$ cat src/hdl/rcd_map.svh
// offsets, bit positions and reset values of the driver configuration words
`ifndef RCD_MAP_SVH
`define RCD_MAP_SVH

// word address formed from {bank[2], addr[2:0]}
`define WORD_GLOBAL 4'h0
`define WORD_CLOCK 4'h1
`define WORD_TIMING 4'h2
`define WORD_DRIVE 4'h3

// global features word bits
`define GF_INV_OFF 0
`define GF_FLOAT 1
`define GF_A_DIS 2
`define GF_B_DIS 3

// timing and termination word bits
`define TM_PRELAUNCH 0
`define TM_3T 1
`define TM_IBT_150 2
`define TM_BAND 3

// drive strength word fields
`define DS_A_LSB 0
`define DS_B_LSB 2

`define WORD_RESET 4'h0

// b-side address bits driven inverted: 3..9, 11, 13..15
`define INV_ADDR_MASK 16'hebf8
`define INV_BANK_MASK 3'h7

`endif

$ cat src/hdl/rcd_pkg.sv
// types shared by the driver configuration block
package rcd_pkg;

    typedef struct packed {
        logic [2:0] bank;
        logic [15:0] addr;
        logic ras_n;
        logic cas_n;
        logic we_n;
    } ca_t;

    typedef struct packed {
        logic [1:0] cs_n;
        logic cke;
        logic odt;
    } ctl_t;

    typedef enum logic [1:0] {
        DRIVE_LIGHT = 2'b00,
        DRIVE_MODERATE = 2'b01,
        DRIVE_STRONG = 2'b10,
        DRIVE_RESERVED = 2'b11
    } drive_t;

endpackage : rcd_pkg

$ cat src/hdl/driver_config_words.sv
// configuration words zero to three of a registering clock driver, with output control
//
// Contract
// - global inversion bit 1 turns inversion off; a and b sides drive equal levels.
// - inversion on: a follows inputs, listed b address and bank bits inverted.
// - inversion never changes how configuration writes are captured.
// - float bit 1 puts idle command/address outputs of both sides in high impedance.
// - float is independent of inversion and of configuration writes.
// - a disabled side keeps all its outputs, clocks included, in high impedance.
// - a-disable bit 1 disables a-side registered outputs and clock pairs one, three.
// - b-disable bit 1 disables b-side outputs and clock pairs zero, two.
// - clock word bit n at 1 disables clock pair n, 0 enables it.
// - clock loop stays locked while clock pairs are disabled.
// - prelaunch bit 0 gives half clock launch, 1 gives three quarter; control unaffected.
// - timing bit selects 1t at 0, 3t at 1; 3t forbids floating.
// - termination bit selects 100 ohm at 0, 150 ohm at 1; resets to 100.
// - termination applies only to command, control and parity inputs.
// - mirror high turns termination off except on select and odt inputs; here only command/address termination goes off, cke keeps it with control.
// - band bit selects normal band 1 at 0, test band 2 at 1.
// - prelaunch setting holds unchanged at every frequency.
// - drive strength is set per group: command/address, control, clocks; here only command/address strength is set, per side.
// - drive word low pair sets a side, high pair b side; 11 reserved.
// - reset clears the words to zero; clock stop keeps them.
`timescale 1ns/100ps
`include "rcd_map.svh"

module driver_config_words (
    input wire logic ref_clk,
    input wire logic rst,
    input wire logic [1:0] chip_select_inputs,
    input wire logic termination_control_inputs,
    input wire logic clock_enable_inputs,
    input wire logic [15:0] addr_in,
    input wire logic [2:0] bank_in,
    input wire logic ras_in_n,
    input wire logic cas_in_n,
    input wire logic we_in_n,
    input wire logic mirror,
    output rcd_pkg::ca_t ca_out_a,
    output rcd_pkg::ca_t ca_out_b,
    output logic ca_oe_n_a,
    output logic ca_oe_n_b,
    output rcd_pkg::ctl_t ctl_out_a,
    output rcd_pkg::ctl_t ctl_out_b,
    output logic ctl_oe_n_a,
    output logic ctl_oe_n_b,
    output logic [3:0] clock_pair_oe_n,
    output logic clock_loop_locked,
    output logic prelaunch_early,
    output logic timing_3t,
    output logic freq_band_test,
    output logic ibt_150,
    output logic ibt_cmd_on,
    output logic ibt_ctl_on,
    output rcd_pkg::drive_t ca_drive_a,
    output rcd_pkg::drive_t ca_drive_b
);

    logic [3:0] global_features_word;
    logic [3:0] clock_pair_enable_word;
    logic [3:0] timing_and_termination_word;
    logic [3:0] cmd_addr_drive_strength_word;

    // decode: both selects low is a configuration access, never a command
    wire logic cfg_access;
    wire logic [3:0] word_addr;
    wire logic [3:0] word_data;
    wire logic cmd_valid;
    assign cfg_access = chip_select_inputs == 2'b00;
    assign word_addr = {bank_in[2], addr_in[2:0]};
    assign word_data = {bank_in[1], bank_in[0], addr_in[4], addr_in[3]};
    assign cmd_valid = (chip_select_inputs != 2'b11) && !cfg_access;

    // decode uses only select, address and data lines, no stored setting
    wire logic wr_global;
    wire logic wr_clock;
    wire logic wr_timing;
    wire logic wr_drive;
    assign wr_global = cfg_access && word_addr == `WORD_GLOBAL;
    assign wr_clock = cfg_access && word_addr == `WORD_CLOCK;
    assign wr_timing = cfg_access && word_addr == `WORD_TIMING;
    assign wr_drive = cfg_access && word_addr == `WORD_DRIVE;

    wire logic inv_on;
    wire logic float_on;
    wire logic a_dis;
    wire logic b_dis;
    assign inv_on = !global_features_word[`GF_INV_OFF];
    // 3t timing overrides the float request
    assign float_on = global_features_word[`GF_FLOAT] && !timing_and_termination_word[`TM_3T];
    assign a_dis = global_features_word[`GF_A_DIS];
    assign b_dis = global_features_word[`GF_B_DIS];

    function automatic logic keep_drive(input logic [1:0] code);
        keep_drive = code == rcd_pkg::DRIVE_RESERVED;
    endfunction : keep_drive

    wire rcd_pkg::ca_t ca_in;
    wire rcd_pkg::ca_t inv_mask;
    wire rcd_pkg::ca_t next_ca_a;
    wire rcd_pkg::ca_t next_ca_b;
    assign ca_in = '{bank: bank_in, addr: addr_in, ras_n: ras_in_n, cas_n: cas_in_n,
                     we_n: we_in_n};
    assign inv_mask = '{bank: `INV_BANK_MASK, addr: `INV_ADDR_MASK, ras_n: 1'b0,
                        cas_n: 1'b0, we_n: 1'b0};
    // hold the last command between commands so idle lines do not toggle
    assign next_ca_a = cmd_valid ? ca_in : ca_out_a;
    assign next_ca_b = cmd_valid ? (inv_on ? (ca_in ^ inv_mask) : ca_in) : ca_out_b;

    wire logic idle_float;
    wire logic next_ca_oe_n_a;
    wire logic next_ca_oe_n_b;
    assign idle_float = float_on && !cmd_valid;
    assign next_ca_oe_n_a = a_dis || idle_float;
    assign next_ca_oe_n_b = b_dis || idle_float;

    wire rcd_pkg::ctl_t next_ctl;
    assign next_ctl = '{cs_n: cfg_access ? 2'b11 : chip_select_inputs,
                        cke: clock_enable_inputs, odt: termination_control_inputs};

    // pairs one and three belong to side a, zero and two to side b
    wire logic [3:0] side_clk_dis;
    wire logic [3:0] next_clock_oe_n;
    assign side_clk_dis = {a_dis, b_dis, a_dis, b_dis};
    assign next_clock_oe_n = clock_pair_enable_word | side_clk_dis;

    wire logic [1:0] code_a;
    wire logic [1:0] code_b;
    assign code_a = cmd_addr_drive_strength_word[`DS_A_LSB +: 2];
    assign code_b = cmd_addr_drive_strength_word[`DS_B_LSB +: 2];

    // words: cleared by reset only; a stopped clock simply holds them
    always_ff @(posedge ref_clk or posedge rst) begin
        if (rst) begin
            global_features_word <= `WORD_RESET;
            clock_pair_enable_word <= `WORD_RESET;
            timing_and_termination_word <= `WORD_RESET;
            cmd_addr_drive_strength_word <= `WORD_RESET;
        end else begin
            if (wr_global) global_features_word <= word_data;
            if (wr_clock) clock_pair_enable_word <= word_data;
            if (wr_timing) timing_and_termination_word <= word_data;
            if (wr_drive) cmd_addr_drive_strength_word <= word_data;
        end
    end

    // registered outputs; all see the stored words, so a write acts from the next cycle
    always_ff @(posedge ref_clk or posedge rst) begin
        if (rst) begin
            ca_out_a <= '0;
            ca_out_b <= '0;
            ca_oe_n_a <= 1'b0;
            ca_oe_n_b <= 1'b0;
            ctl_out_a <= '{cs_n: 2'b11, cke: 1'b0, odt: 1'b0};
            ctl_out_b <= '{cs_n: 2'b11, cke: 1'b0, odt: 1'b0};
            ctl_oe_n_a <= 1'b0;
            ctl_oe_n_b <= 1'b0;
            clock_pair_oe_n <= 4'h0;
        end else begin
            ca_out_a <= next_ca_a;
            ca_out_b <= next_ca_b;
            ca_oe_n_a <= next_ca_oe_n_a;
            ca_oe_n_b <= next_ca_oe_n_b;
            ctl_out_a <= next_ctl;
            ctl_out_b <= next_ctl;
            ctl_oe_n_a <= a_dis;
            ctl_oe_n_b <= b_dis;
            clock_pair_oe_n <= next_clock_oe_n;
        end
    end

    // timing, termination and drive settings as seen by the analog side
    always_ff @(posedge ref_clk or posedge rst) begin
        if (rst) begin
            clock_loop_locked <= 1'b0;
            prelaunch_early <= 1'b0;
            timing_3t <= 1'b0;
            freq_band_test <= 1'b0;
            ibt_150 <= 1'b0;
            ibt_cmd_on <= 1'b1;
            ibt_ctl_on <= 1'b1;
            ca_drive_a <= rcd_pkg::DRIVE_LIGHT;
            ca_drive_b <= rcd_pkg::DRIVE_LIGHT;
        end else begin
            // lock depends on the input clock alone, never on the clock word
            clock_loop_locked <= 1'b1;
            // one launch bit for all bands; control outputs keep their timing
            prelaunch_early <= timing_and_termination_word[`TM_PRELAUNCH];
            timing_3t <= timing_and_termination_word[`TM_3T];
            freq_band_test <= timing_and_termination_word[`TM_BAND];
            ibt_150 <= timing_and_termination_word[`TM_IBT_150];
            ibt_cmd_on <= !mirror;
            ibt_ctl_on <= 1'b1;
            if (!keep_drive(code_a)) ca_drive_a <= rcd_pkg::drive_t'(code_a);
            if (!keep_drive(code_b)) ca_drive_b <= rcd_pkg::drive_t'(code_b);
        end
    end

    // b side matches a side unless inversion is on
    property b_follows_a;
        @(posedge ref_clk) disable iff (rst)
        ##1 ($past(cmd_valid) && $past(!inv_on)) |-> ca_out_b == ca_out_a;
    endproperty
    inv_off_equal_a: assert property (b_follows_a)
        else $error("b side differs from a side with inversion off");

    inv_on_mask_a: assert property (@(posedge ref_clk) disable iff (rst)
        ##1 ($past(cmd_valid) && $past(inv_on)) |-> (ca_out_b ^ ca_out_a) == inv_mask)
        else $error("b side not the masked complement of a side");

    write_capture_a: assert property (@(posedge ref_clk) disable iff (rst)
        ##1 $past(wr_global) |-> global_features_word == $past(word_data))
        else $error("global features write not captured");

    float_idle_a: assert property (@(posedge ref_clk) disable iff (rst)
        (float_on && !cmd_valid && !a_dis) ##1 1'b1 |-> ca_oe_n_a)
        else $error("idle outputs not floated");

    no_float_3t_a: assert property (@(posedge ref_clk) disable iff (rst)
        (timing_and_termination_word[`TM_3T] && !a_dis) |=> !ca_oe_n_a)
        else $error("outputs floated in 3t timing");

    side_a_off_a: assert property (@(posedge ref_clk) disable iff (rst)
        a_dis |=> (ca_oe_n_a && ctl_oe_n_a && clock_pair_oe_n[1] && clock_pair_oe_n[3]))
        else $error("a side not disabled");

    side_b_off_a: assert property (@(posedge ref_clk) disable iff (rst)
        b_dis |=> (ca_oe_n_b && ctl_oe_n_b && clock_pair_oe_n[0] && clock_pair_oe_n[2]))
        else $error("b side not disabled");

    clock_pair_a: assert property (@(posedge ref_clk) disable iff (rst)
        (!a_dis && !b_dis) |=> clock_pair_oe_n == $past(clock_pair_enable_word))
        else $error("clock pair enable mismatch");

    mirror_ibt_a: assert property (@(posedge ref_clk) disable iff (rst)
        mirror |=> (!ibt_cmd_on && ibt_ctl_on))
        else $error("mirror termination wrong");

    drive_hold_a: assert property (@(posedge ref_clk) disable iff (rst)
        keep_drive(code_a) |=> $stable(ca_drive_a))
        else $error("reserved drive code changed strength");

    drive_hold_b_a: assert property (@(posedge ref_clk) disable iff (rst)
        keep_drive(code_b) |=> $stable(ca_drive_b))
        else $error("reserved drive code changed b strength");

    drive_load_a: assert property (@(posedge ref_clk) disable iff (rst)
        !keep_drive(code_a) |=> ca_drive_a == $past(code_a))
        else $error("a side drive strength not loaded");

    float_idle_b_a: assert property (@(posedge ref_clk) disable iff (rst)
        (float_on && !cmd_valid) |=> ca_oe_n_b)
        else $error("idle b outputs not floated");

    no_float_3t_b_a: assert property (@(posedge ref_clk) disable iff (rst)
        (timing_and_termination_word[`TM_3T] && !b_dis) |=> !ca_oe_n_b)
        else $error("b outputs floated in 3t timing");

    // a real command must never be lost to the float feature
    cmd_drives_a: assert property (@(posedge ref_clk) disable iff (rst)
        (cmd_valid && !a_dis) |=> !ca_oe_n_a)
        else $error("command not driven on a side");

    ctl_a_drives_a: assert property (@(posedge ref_clk) disable iff (rst)
        !a_dis |=> !ctl_oe_n_a)
        else $error("a control outputs floated while enabled");

    ctl_b_drives_a: assert property (@(posedge ref_clk) disable iff (rst)
        !b_dis |=> !ctl_oe_n_b)
        else $error("b control outputs floated while enabled");

    cmd_capture_a: assert property (@(posedge ref_clk) disable iff (rst)
        cmd_valid |=> ca_out_a == $past(ca_in))
        else $error("a side does not follow command inputs");

    locked_stays_a: assert property (@(posedge ref_clk) disable iff (rst)
        (clock_pair_enable_word != 4'h0) |=> clock_loop_locked)
        else $error("clock loop unlocked by clock pair disable");

    prelaunch_copy_a: assert property (@(posedge ref_clk) disable iff (rst)
        1'b1 |=> prelaunch_early == $past(timing_and_termination_word[`TM_PRELAUNCH]))
        else $error("prelaunch setting not applied");

    band_copy_a: assert property (@(posedge ref_clk) disable iff (rst)
        1'b1 |=> freq_band_test == $past(timing_and_termination_word[`TM_BAND]))
        else $error("frequency band setting not applied");

    ibt_value_a: assert property (@(posedge ref_clk) disable iff (rst)
        1'b1 |=> ibt_150 == $past(timing_and_termination_word[`TM_IBT_150]))
        else $error("termination value not applied");

    ibt_select_a: assert property (@(posedge ref_clk) disable iff (rst)
        !mirror |=> (ibt_cmd_on && ibt_ctl_on))
        else $error("termination missing without mirror");

    cover_write_global: cover property (@(posedge ref_clk) disable iff (rst) wr_global);
    cover_inverted_cmd: cover property (@(posedge ref_clk) disable iff (rst)
        cmd_valid && inv_on);
    cover_float_idle: cover property (@(posedge ref_clk) disable iff (rst) idle_float);
    cover_both_off: cover property (@(posedge ref_clk) disable iff (rst) a_dis && b_dis);
    cover_reserved: cover property (@(posedge ref_clk) disable iff (rst) keep_drive(code_a));

endmodule : driver_config_words

$ cat config.mk
export PLATFORM = sky130hd
export DESIGN_NAME = driver_config_words
export DESIGN_NICKNAME = d
export VERILOG_FILES = /design/src/hdl/rcd_pkg.sv /design/src/hdl/driver_config_words.sv
export VERILOG_INCLUDE_DIRS = /design/src /design/src/hdl
export SDC_FILE = /design/constraint.sdc
export NUM_CORES = 1
export LEC_CHECK = 0
export ABC_AREA = 0
export ABC_CLOCK_PERIOD_IN_PS = 2300
export BUFFER_PORTS_ARGS = -buffer_cell sky130_fd_sc_hd__clkbuf_2
export CORE_UTILIZATION = 49
export DETAILED_ROUTE_END_ITERATION = 10
export PLACE_DENSITY = 0.78
export SLEW_MARGIN = 40
export SYNTH_ARGS = -nofsm -noshare
export SYNTH_HDL_FRONTEND = slang
export SYNTH_SLANG_ARGS = --single-unit
$ cat constraint.sdc
create_clock -name ref_clk -period 2.3 [get_ports ref_clk]
set_input_delay 0.23 -clock ref_clk [delete_from_list [all_inputs] [get_ports ref_clk]]
set_output_delay 0.23 -clock ref_clk [all_outputs]
set_load 0.02 [all_outputs]
## After elaboration in Yosys (flattened, before gate mapping)

Cells that the tools add are included.

| operators by class | value |
|---|---|
| eq/ne operators | 6 |
| muxes and demuxes | 2 |
| bitwise logic cells | 2 |
| reduce and logical (&&, ||, !) cells | 15 |

Operator list:

| cell | count |
|---|---|
| $mux W22 | 1 |
| $not A14 Y14 | 1 |
| $eq A4 B2 Y1 const B | 2 |
| $logic_and A1 B1 Y1 | 7 |
| $eq A2 B2 Y1 const B | 2 |
| $eq A4 B1 Y1 const B | 1 |
| $logic_not A1 Y1 | 4 |
| $logic_not A4 Y1 | 1 |
| $or A4 B4 Y4 | 1 |
| $logic_not A2 Y1 | 1 |
| $logic_or A1 B1 Y1 | 2 |
| $mux W2 | 1 |
| $ne A2 B2 Y1 const B | 1 |

| word-level totals | value |
|---|---|
| register bits after elaboration | 82 |
| input bits | 29 |
| output and inout port bits | 71 |

## Longest topological paths before layout

Gate-level depths: netlist of the first run.

| depth | value |
|---|---|
| word-level depth | 6 |
| gate-level depth with buffers | 5 |
| depth with buffers taken out | 5 |

## Worst setup path after synthesis of the first run

No wires, ideal clock.

| path | value |
|---|---|
| path kind | input to register |
| start point | input port chip_select_inputs[0] |
| end point | register ca_out_a[0] (netlist bit) |
| data arrival time | 1266 ps |
| path slack | 910 ps |
| stages on the path | 5 |
| cell sequence | inv_1 > ha_1 > buf_2 > buf_2 > mux2_2 |

| between the ends | value |
|---|---|
| cells in the longest elaborated chain, start to end | 3 |

Ends and longest elaborated chain:

| item | line | RTL |
|---|---|---|
| from (decl) | driver_config_words.sv:30 | `input wire logic [1:0] chip_select_inputs,` |
| $logic_not A2 Y1 | driver_config_words.sv:69 | `assign cfg_access = chip_select_inputs == 2'b00;` |
| $logic_not A1 Y1 | driver_config_words.sv:72 | `assign cmd_valid = (chip_select_inputs != 2'b11) && !cfg_access;` |
| $logic_and A1 B1 Y1 (*) | driver_config_words.sv:72 |  |
| via cmd_valid | driver_config_words.sv:68 | `wire logic cmd_valid;` |
| to (signal assigned) | driver_config_words.sv:160 | `ca_out_a <= next_ca_a;` |
| to (decl) | driver_config_words.sv:39 | `output rcd_pkg::ca_t ca_out_a,` |

The timed path passes the listed nets; every way through them passes the cells marked *.
A chain may end at the register's enable or synchronous reset.

## Worst setup path after layout of the first run

| path | value |
|---|---|
| start point | register global_features_word[0] |
| end point | register ca_out_b[11] (netlist bit) |

| between the ends | value |
|---|---|
| cells in the longest elaborated chain, start to end | 1 |

Ends and longest elaborated chain:

| item | line | RTL |
|---|---|---|
| from (decl) | driver_config_words.sv:59 | `logic [3:0] global_features_word;` |
| from (signal assigned) | driver_config_words.sv:135 | `` global_features_word <= `WORD_RESET; `` |
| from (signal assigned) | driver_config_words.sv:140 | `if (wr_global) global_features_word <= word_data;` |
| $mux W22 | driver_config_words.sv:108 | `assign next_ca_b = cmd_valid ? (inv_on ? (ca_in ^ inv_mask) : ca_in) : ca_out_b;` |
| to (signal assigned) | driver_config_words.sv:161 | `ca_out_b <= next_ca_b;` |
| to (decl) | driver_config_words.sv:40 | `output rcd_pkg::ca_t ca_out_b,` |

No other way between the ends.

==> results of run 1 <==
## cell usage after synthesis
cell,instances,share of area
a21boi_0,4,0.010
and2b_2,1,0.0030
and3b_1,1,0.0030
buf_2,4,0.0069
buf_4,15,0.039
conb_1,1,0.0013
dfrtp_1,71,0.61
dfstp_2,3,0.027
ha_1,3,0.013
inv_1,10,0.013
mux2_2,52,0.20
nand2_1,1,0.0013
nand3_1,1,0.0017
nor3b_1,2,0.0052
nor4b_2,1,0.0052
or2_2,6,0.013
xnor2_1,14,0.042
## state kept, by name, indices dropped and copies added (netlist names), 2 cells and up
name and cells:
clock_pair_oe_n 4, ca_out_a 22, clock_pair_enable_word 4, ctl_out_b 4
cmd_addr_drive_strength_word 4, ca_drive_b 2, ca_drive_a 2, ca_out_b 14
timing_and_termination_word 4, global_features_word 4
## per-layer routing
layer  track usage  vias up  wire length, um  share of wire
li1              -      819                -              -
met1         0.230      863             2220           0.43
met2         0.305       59             2650           0.51
met3        0.0379       11              234          0.045
met4         0.109        0              119          0.023
met5             0        -                0              0
## power breakdown
| part | switching, mW | internal, mW |
|---|---|---|
| registers | 0.157 | 1.56 |
| logic | 0.533 | 0.410 |
| clock network | 0.455 | 0.671 |
| total | 1.15 | 2.64 |
## kinds of logic (layout without fill, tap and decap cells)
family,count (synthesis),count (layout),synth area share
xor gates and xnor gates,14,14,0.0423
DFF,74,74,0.640
adders and majority gates,3,3,0.0129
and+or+nand+nor,13,13,0.0324
other,1,2,0.00129
muxes,52,52,0.202
buffers and inverters,29,132,0.0587
AOI/OAI and AO/OA,4,4,0.0104
## per-stage QoR
stage / std cells / cell area, um^2 / hold slack (ns) / setup WS, ns / power, mW
final: 366 / 3670 / 0.126 / 0.849 / 3.79
after global routing: 366 / 3670 / 0.121 / 0.775 / 3.97
after global placement: 346 / 3410 / 0.339 / 0.701 / 2.67
after detailed placement: 346 / 3410 / 0.338 / 0.676 / 2.69
after floorplan: 191 / 2900 / 0.256 / 0.193 / 2.38
after CTS: 366 / 3670 / 0.109 / 0.845 / 3.84
## worst max-delay path by stage
| stage | start | to | depth (start not counted) |
|---|---|---|---|
| finish | global_features_word[0]$_DFFE_PP0P_ | ca_out_b[11]$_DFFE_PP0P_ | 2 |
| global route | global_features_word[0]$_DFFE_PP0P_ | ca_out_b[16]$_DFFE_PP0P_ | 2 |
| CTS | global_features_word[0]$_DFFE_PP0P_ | ca_out_b[11]$_DFFE_PP0P_ | 2 |
| detailed placement | chip_select_inputs[1] | ca_out_b[14]$_DFFE_PP0P_ | 5 |
| global placement | chip_select_inputs[0] | ca_out_a[0]$_DFFE_PP0P_ | 5 |
| floorplan | rst | ca_drive_a[0]$_DFFE_PP0P_ | 1 |
## cell type report
type	instances	area, um^2
Clock buffer	12	155
Clock inverter	4	73.8
Multi-Input combinational cell	88	877
Sequential cell	74	1860
Fill cell	462	1930
Timing Repair Buffer	106	586
Tap cell	72	90.1
Inverter	10	37.5
## what timing repair did
item                      CTS  global route
setup buffers               0             0
hold endpoints to repair   26             0
hold buffers                4             0
==> flow_metrics.py, run 1 <==
metrics = {
    "synth": {
        "ys_ff_latch": 74,
        "synthCells": 190,
        "synth.yosys.seq_area_share": 0.640,
        "yosysWarningCount": 0,
        "avgSynthCellArea_um2": 15.3,
        "synth_area_um2": 2900,
        "ys_types": 17,
    },
    "worst_setup_path": {
        "critPathLaunchType": "flop",
        "endpoint_kind": "flop",
        "crit_buf_inv": 0,
        "path_cells": "xnor2_1 -> mux2_2",
        "cp_slowest_cell": "dfrtp_1",
        "rrSetupSlack_ns": 0.85,
        "critPathKind": "reg -> reg",
        "worstRegToRegCells": 2,
        "slowest_delay_ns": 0.88,
        "worstPathArrival_ns": 1.67,
        "crit_family": "flip-flops",
        "crit_path_max_fanout": 15,
        "regToRegEndpoint": "ca_out_b[11]$_DFFE_PP0P_",
        "r2r-start": "global_features_word[0]$_DFFE_PP0P_",
        "cp_data_required_time_ns": 2.52,
    },
    "timing": {
        "tns_ns": 0,
        "setup_viol": 0,
        "hold_viol_final": 0,
        "fmax_mhz": 689,
        "skew_ns": 0.00741,
        "finalCritPeriodShare": 0.631,
        "rsz0062_at_grt": "false",
        "finalMaxSlewViolations": 0,
        "layout_min_cycle_time_ns": 1.45,
        "worst_pin_slew_ns": 0.819,
        "relSlewSlack": 0.454,
    },
    "layout": {
        "drive_gt1_frac": 0.616,
        "syn2layout_area_growth_pct": 26.8,
        "fin_nets": 321,
        "final_cell_mix": "98 x clkbuf_2, 71 x dfrtp_1, 52 x mux2_2, 14 x xnor2_1, 11 x clkbuf_8",
        "final_common_cell": "clkbuf_2",
        "final_util": 0.655,
        "num_antenna_cells": 0,
    },
    "detailed_routing": {
        "drt_iter0_markers": 47,
        "drc": 0,
        "vias_per_cell": 4.79,
        "ant_nets": 0,
        "wirelength_mm": 5.23,
        "vias": 1752,
        "first_pass_iters": 2,
        "wl_per_cell_um": 14.3,
    },
    "floorplanning": {
        "die_area_um2": 6230,
        "fp.dieW_um": 78.9,
        "coreArea_um2": 5610,
        "die_h_um": 78.9,
        "rows": 27,
        "initial_core_util": 0.517,
        "io_pins": 100,
    },
    "outcome": {
        "outcome": "finished clean",
    },
    "clock_tree": {
        "cts_tree": "yes",
        "h-tree-depth": 3,
        "clockBufferDepth": 2,
        "cts_buffers": 9,
        "clk_latency_ns": 0.34,
        "cts_sinks": 74,
        "root_buffer": "clkbuf_8",
        "postCtsResizedCells": 0,
        "clk_pin_slew_ns": 0.07,
    },
    "min_path": {
        "hp-class": "in -> reg",
        "worstHoldStart": "we_in_n",
        "hold_depth": 2,
        "holdPathEnd": "ca_out_a[0]$_DFFE_PP0P_",
    },
    "placed_design": {
        "io_buffers": 98,
        "post-dp-hpwl_mm": 3.77,
        "gp_congestion": 0.721,
    },
    "power_and_ir_drop": {
        "p_per_area_nw_per_um2": 1030,
        "p_leak_nw": 1.82,
        "ir_drop_mv": 0.547,
    },
    "grt": {
        "grt_max_degree": 32,
        "grt_pass1_wl_mm": 8.62,
        "grt_pass1_vias": 1835,
        "grt_usage": 0.187,
        "antenna_found_initial": 0,
        "gr-total-overflow": 0,
    },
    "job": {
        "cap_violations": 0,
    },
}
(Power assumes the default switching activity.)
==> run 2, diff against run 1 <==
--- a/config.mk
+++ b/config.mk
@@ -7,7 +7,7 @@
 export NUM_CORES = 1
 export LEC_CHECK = 0
 export ABC_AREA = 0
-export ABC_CLOCK_PERIOD_IN_PS = 2300
+export ABC_CLOCK_PERIOD_IN_PS = 1350
 export BUFFER_PORTS_ARGS = -buffer_cell sky130_fd_sc_hd__clkbuf_2
 export CORE_UTILIZATION = 49
 export DETAILED_ROUTE_END_ITERATION = 10
==> constraint.sdc (replaced) <==
create_clock -name ref_clk -period 1.35 [get_ports ref_clk]
set_input_delay 0.135 -clock ref_clk [delete_from_list [all_inputs] [get_ports ref_clk]]
set_output_delay 0.135 -clock ref_clk [all_outputs]
set_load 0.02 [all_outputs]
==> run 2 against run 1 <==
  * Worst setup slack got worse by 0.67 ns
  * Non-clock buffer count increased by 6
  * Utilization increased by 0.89 points
  * Critical endpoint is now ctl_out_b[2]
  * Critical path type is now reg -> out
==> flow_metrics.py, run 2 (synthesized netlist as in run 1, its figures left out) <==
metrics = {
    "layout": {
        "top_register": "ca_out_a",
        "drive_gt1_frac": 0.623,
        "largest_reg_flops": 22,
        "syn2layout_area_growth_pct": 28.5,
        "n_fill_cell": 445,
        "final_common_cell": "clkbuf_2",
        "final_cell_mix": "98 x clkbuf_2, 71 x dfrtp_1, 52 x mux2_2, 14 x xnor2_1, 11 x clkbuf_8",
        "reg.largest.list": "ca_out_a (22), ca_out_b (14)",
        "num_antenna_cells": 0,
        "fin_nets": 327,
        "layout.cells.non_filler": 372,
    },
    "worst_setup_path": {
        "regToRegEndpoint": "ca_out_b[17]$_DFFE_PP0P_",
        "cp_data_required_time_ns": 1.22,
        "critPathKind": "reg -> out",
        "crit_path_max_fanout": 2,
        "worstPathArrival_ns": 1.03,
        "critPathLaunchType": "flop",
        "cp_slowest_cell": "dfstp_2",
        "crit_buf_inv": 1,
        "crit_family": "flip-flops",
        "path_cells": "clkbuf_2",
        "endpoint_kind": "output pin",
        "worstRegToRegCells": 3,
        "slowest_delay_ns": 0.53,
        "r2r-start": "global_features_word[0]$_DFFE_PP0P_",
        "rrSetupSlack_ns": 0.27,
    },
    "power_and_ir_drop": {
        "switching_share": 0.310,
        "p_clk_frac": 0.275,
        "p_leak_nw": 1.84,
        "intPower_mw": 4.35,
        "ir_drop_mv": 0.990,
        "p_sw_mw": 1.95,
        "p_per_area_nw_per_um2": 1690,
        "share_seq_of_total_power": 0.458,
        "power_frac_comb": 0.268,
    },
    "detailed_routing": {
        "wl_per_cell_um": 13.8,
        "drc": 0,
        "drt_iter0_markers": 105,
        "ant_nets": 0,
        "wirelength_mm": 5.12,
        "vias_per_cell": 4.74,
        "first_pass_iters": 4,
        "vias": 1764,
    },
    "grt": {
        "grt_pass1_vias": 1730,
        "grt_pass1_wl_mm": 8.19,
        "grt_usage": 0.175,
        "grt_max_degree": 28,
        "gr-total-overflow": 0,
        "antenna_found_initial": 0,
    },
    "clock_tree": {
        "clockBufferDepth": 2,
        "cts_tree": "yes",
        "cts_sinks": 74,
        "hold_buffers": 4,
        "cts_buffers": 9,
        "clk_latency_ns": 0.34,
        "post_cts_buffers": 0,
        "postCtsResizedCells": 0,
        "root_buffer": "clkbuf_8",
        "h-tree-depth": 3,
        "clk_pin_slew_ns": 0.07,
    },
    "min_path": {
        "hp-class": "in -> reg",
        "holdPathEnd": "ca_out_a[1]$_DFFE_PP0P_",
        "hold_depth": 2,
        "worstHoldStart": "cas_in_n",
    },
    "timing": {
        "hold_viol_final": 0,
        "setup_viol": 0,
        "fmax_mhz": 856,
        "finalCritPeriodShare": 0.866,
        "tns_ns": 0,
        "skew_ns": 0.00596,
        "finalMaxSlewViolations": 0,
        "rsz0062_at_grt": "false",
        "layout_min_cycle_time_ns": 1.17,
    },
    "floorplanning": {
        "io_pins": 100,
        "rows": 27,
        "coreArea_um2": 5610,
        "fp.dieW_um": 78.9,
        "die_h_um": 78.9,
        "die_area_um2": 6230,
        "initial_core_util": 0.517,
    },
    "placed_design": {
        "gp_congestion": 0.744,
        "post-dp-hpwl_mm": 3.71,
        "io_buffers": 98,
        "placedCellCount": 352,
    },
    "outcome": {
        "outcome": "finished clean",
    },
    "job": {
        "cap_violations": 0,
    },
}
-- run 2: worst max-delay path by stage --
stage / startpoint / endpoint / slack, ns / cells after the start
CTS: ctl_out_b[2]$_DFF_PP1_ / ctl_out_b[2] / 0.17 / 1
detailed placement: chip_select_inputs[0] / clock_pair_enable_word[3]$_DFFE_PP0P_ / -0.13 / 6
global placement: chip_select_inputs[0] / clock_pair_enable_word[3]$_DFFE_PP0P_ / -0.09 / 6
global route: chip_select_inputs[0] / clock_pair_enable_word[0]$_DFFE_PP0P_ / 0.13 / 6
finish: ctl_out_b[2]$_DFF_PP1_ / ctl_out_b[2] / 0.18 / 1
floorplan: chip_select_inputs[0] / ca_out_a[0]$_DFFE_PP0P_ / 0.05 / 5
-- run 2: area by class of cell --
type	instances	area [um^2]	share of cell area
Tap cell	72	90.1	0.0242
Sequential cell	74	1860	0.498
Clock inverter	4	50.0	0.0134
Timing Repair Buffer	112	656	0.176
Multi-Input combinational cell	88	877	0.235
Clock buffer	12	155	0.0417
Inverter	10	41.3	0.0111
-- run 2: worst register-to-register path, delay by kind of cell (launching register included) --
kind,cells,cell delay [ns]
xor gates and xnor gates,1,0.14
buffers and inverters,1,0.18
DFF,1,0.39
muxes,1,0.26
-- run 2: power by group through the flow --
stage	clock, mW	sequential, mW	combinational (mW)
CTS	1.78	2.89	1.72
finish	1.73	2.88	1.69
detailed placement	0	2.92	1.70
global route	1.85	2.94	1.81
global placement	0	2.91	1.67
floorplan	0	3.34	0.713
-- run 2: per-stage QoR --
| step | hold slack (ns) | utilization | setup WS (ns) | power, mW | cell area, um^2 |
|---|---|---|---|---|---|
| floorplan | 0.161 | - | 0.0545 | 4.05 | 2910 |
| global placement | 0.165 | 0.620 | -0.0854 | 4.58 | 3480 |
| detailed placement | 0.165 | 0.620 | -0.134 | 4.63 | 3480 |
| CTS | 0.0108 | 0.664 | 0.166 | 6.38 | 3720 |
| global route | 0.0257 | 0.664 | 0.131 | 6.60 | 3720 |
| finish | 0.0184 | 0.664 | 0.181 | 6.30 | 3720 |
-- run 2: layer usage --
layer | part of all wire | global-route usage | wire length (um)
met5 | 0 | 0 | 0
met2 | 0.49 | 0.271 | 2500
met4 | 0.018 | 0.0927 | 90
met3 | 0.057 | 0.0391 | 293
met1 | 0.44 | 0.230 | 2240
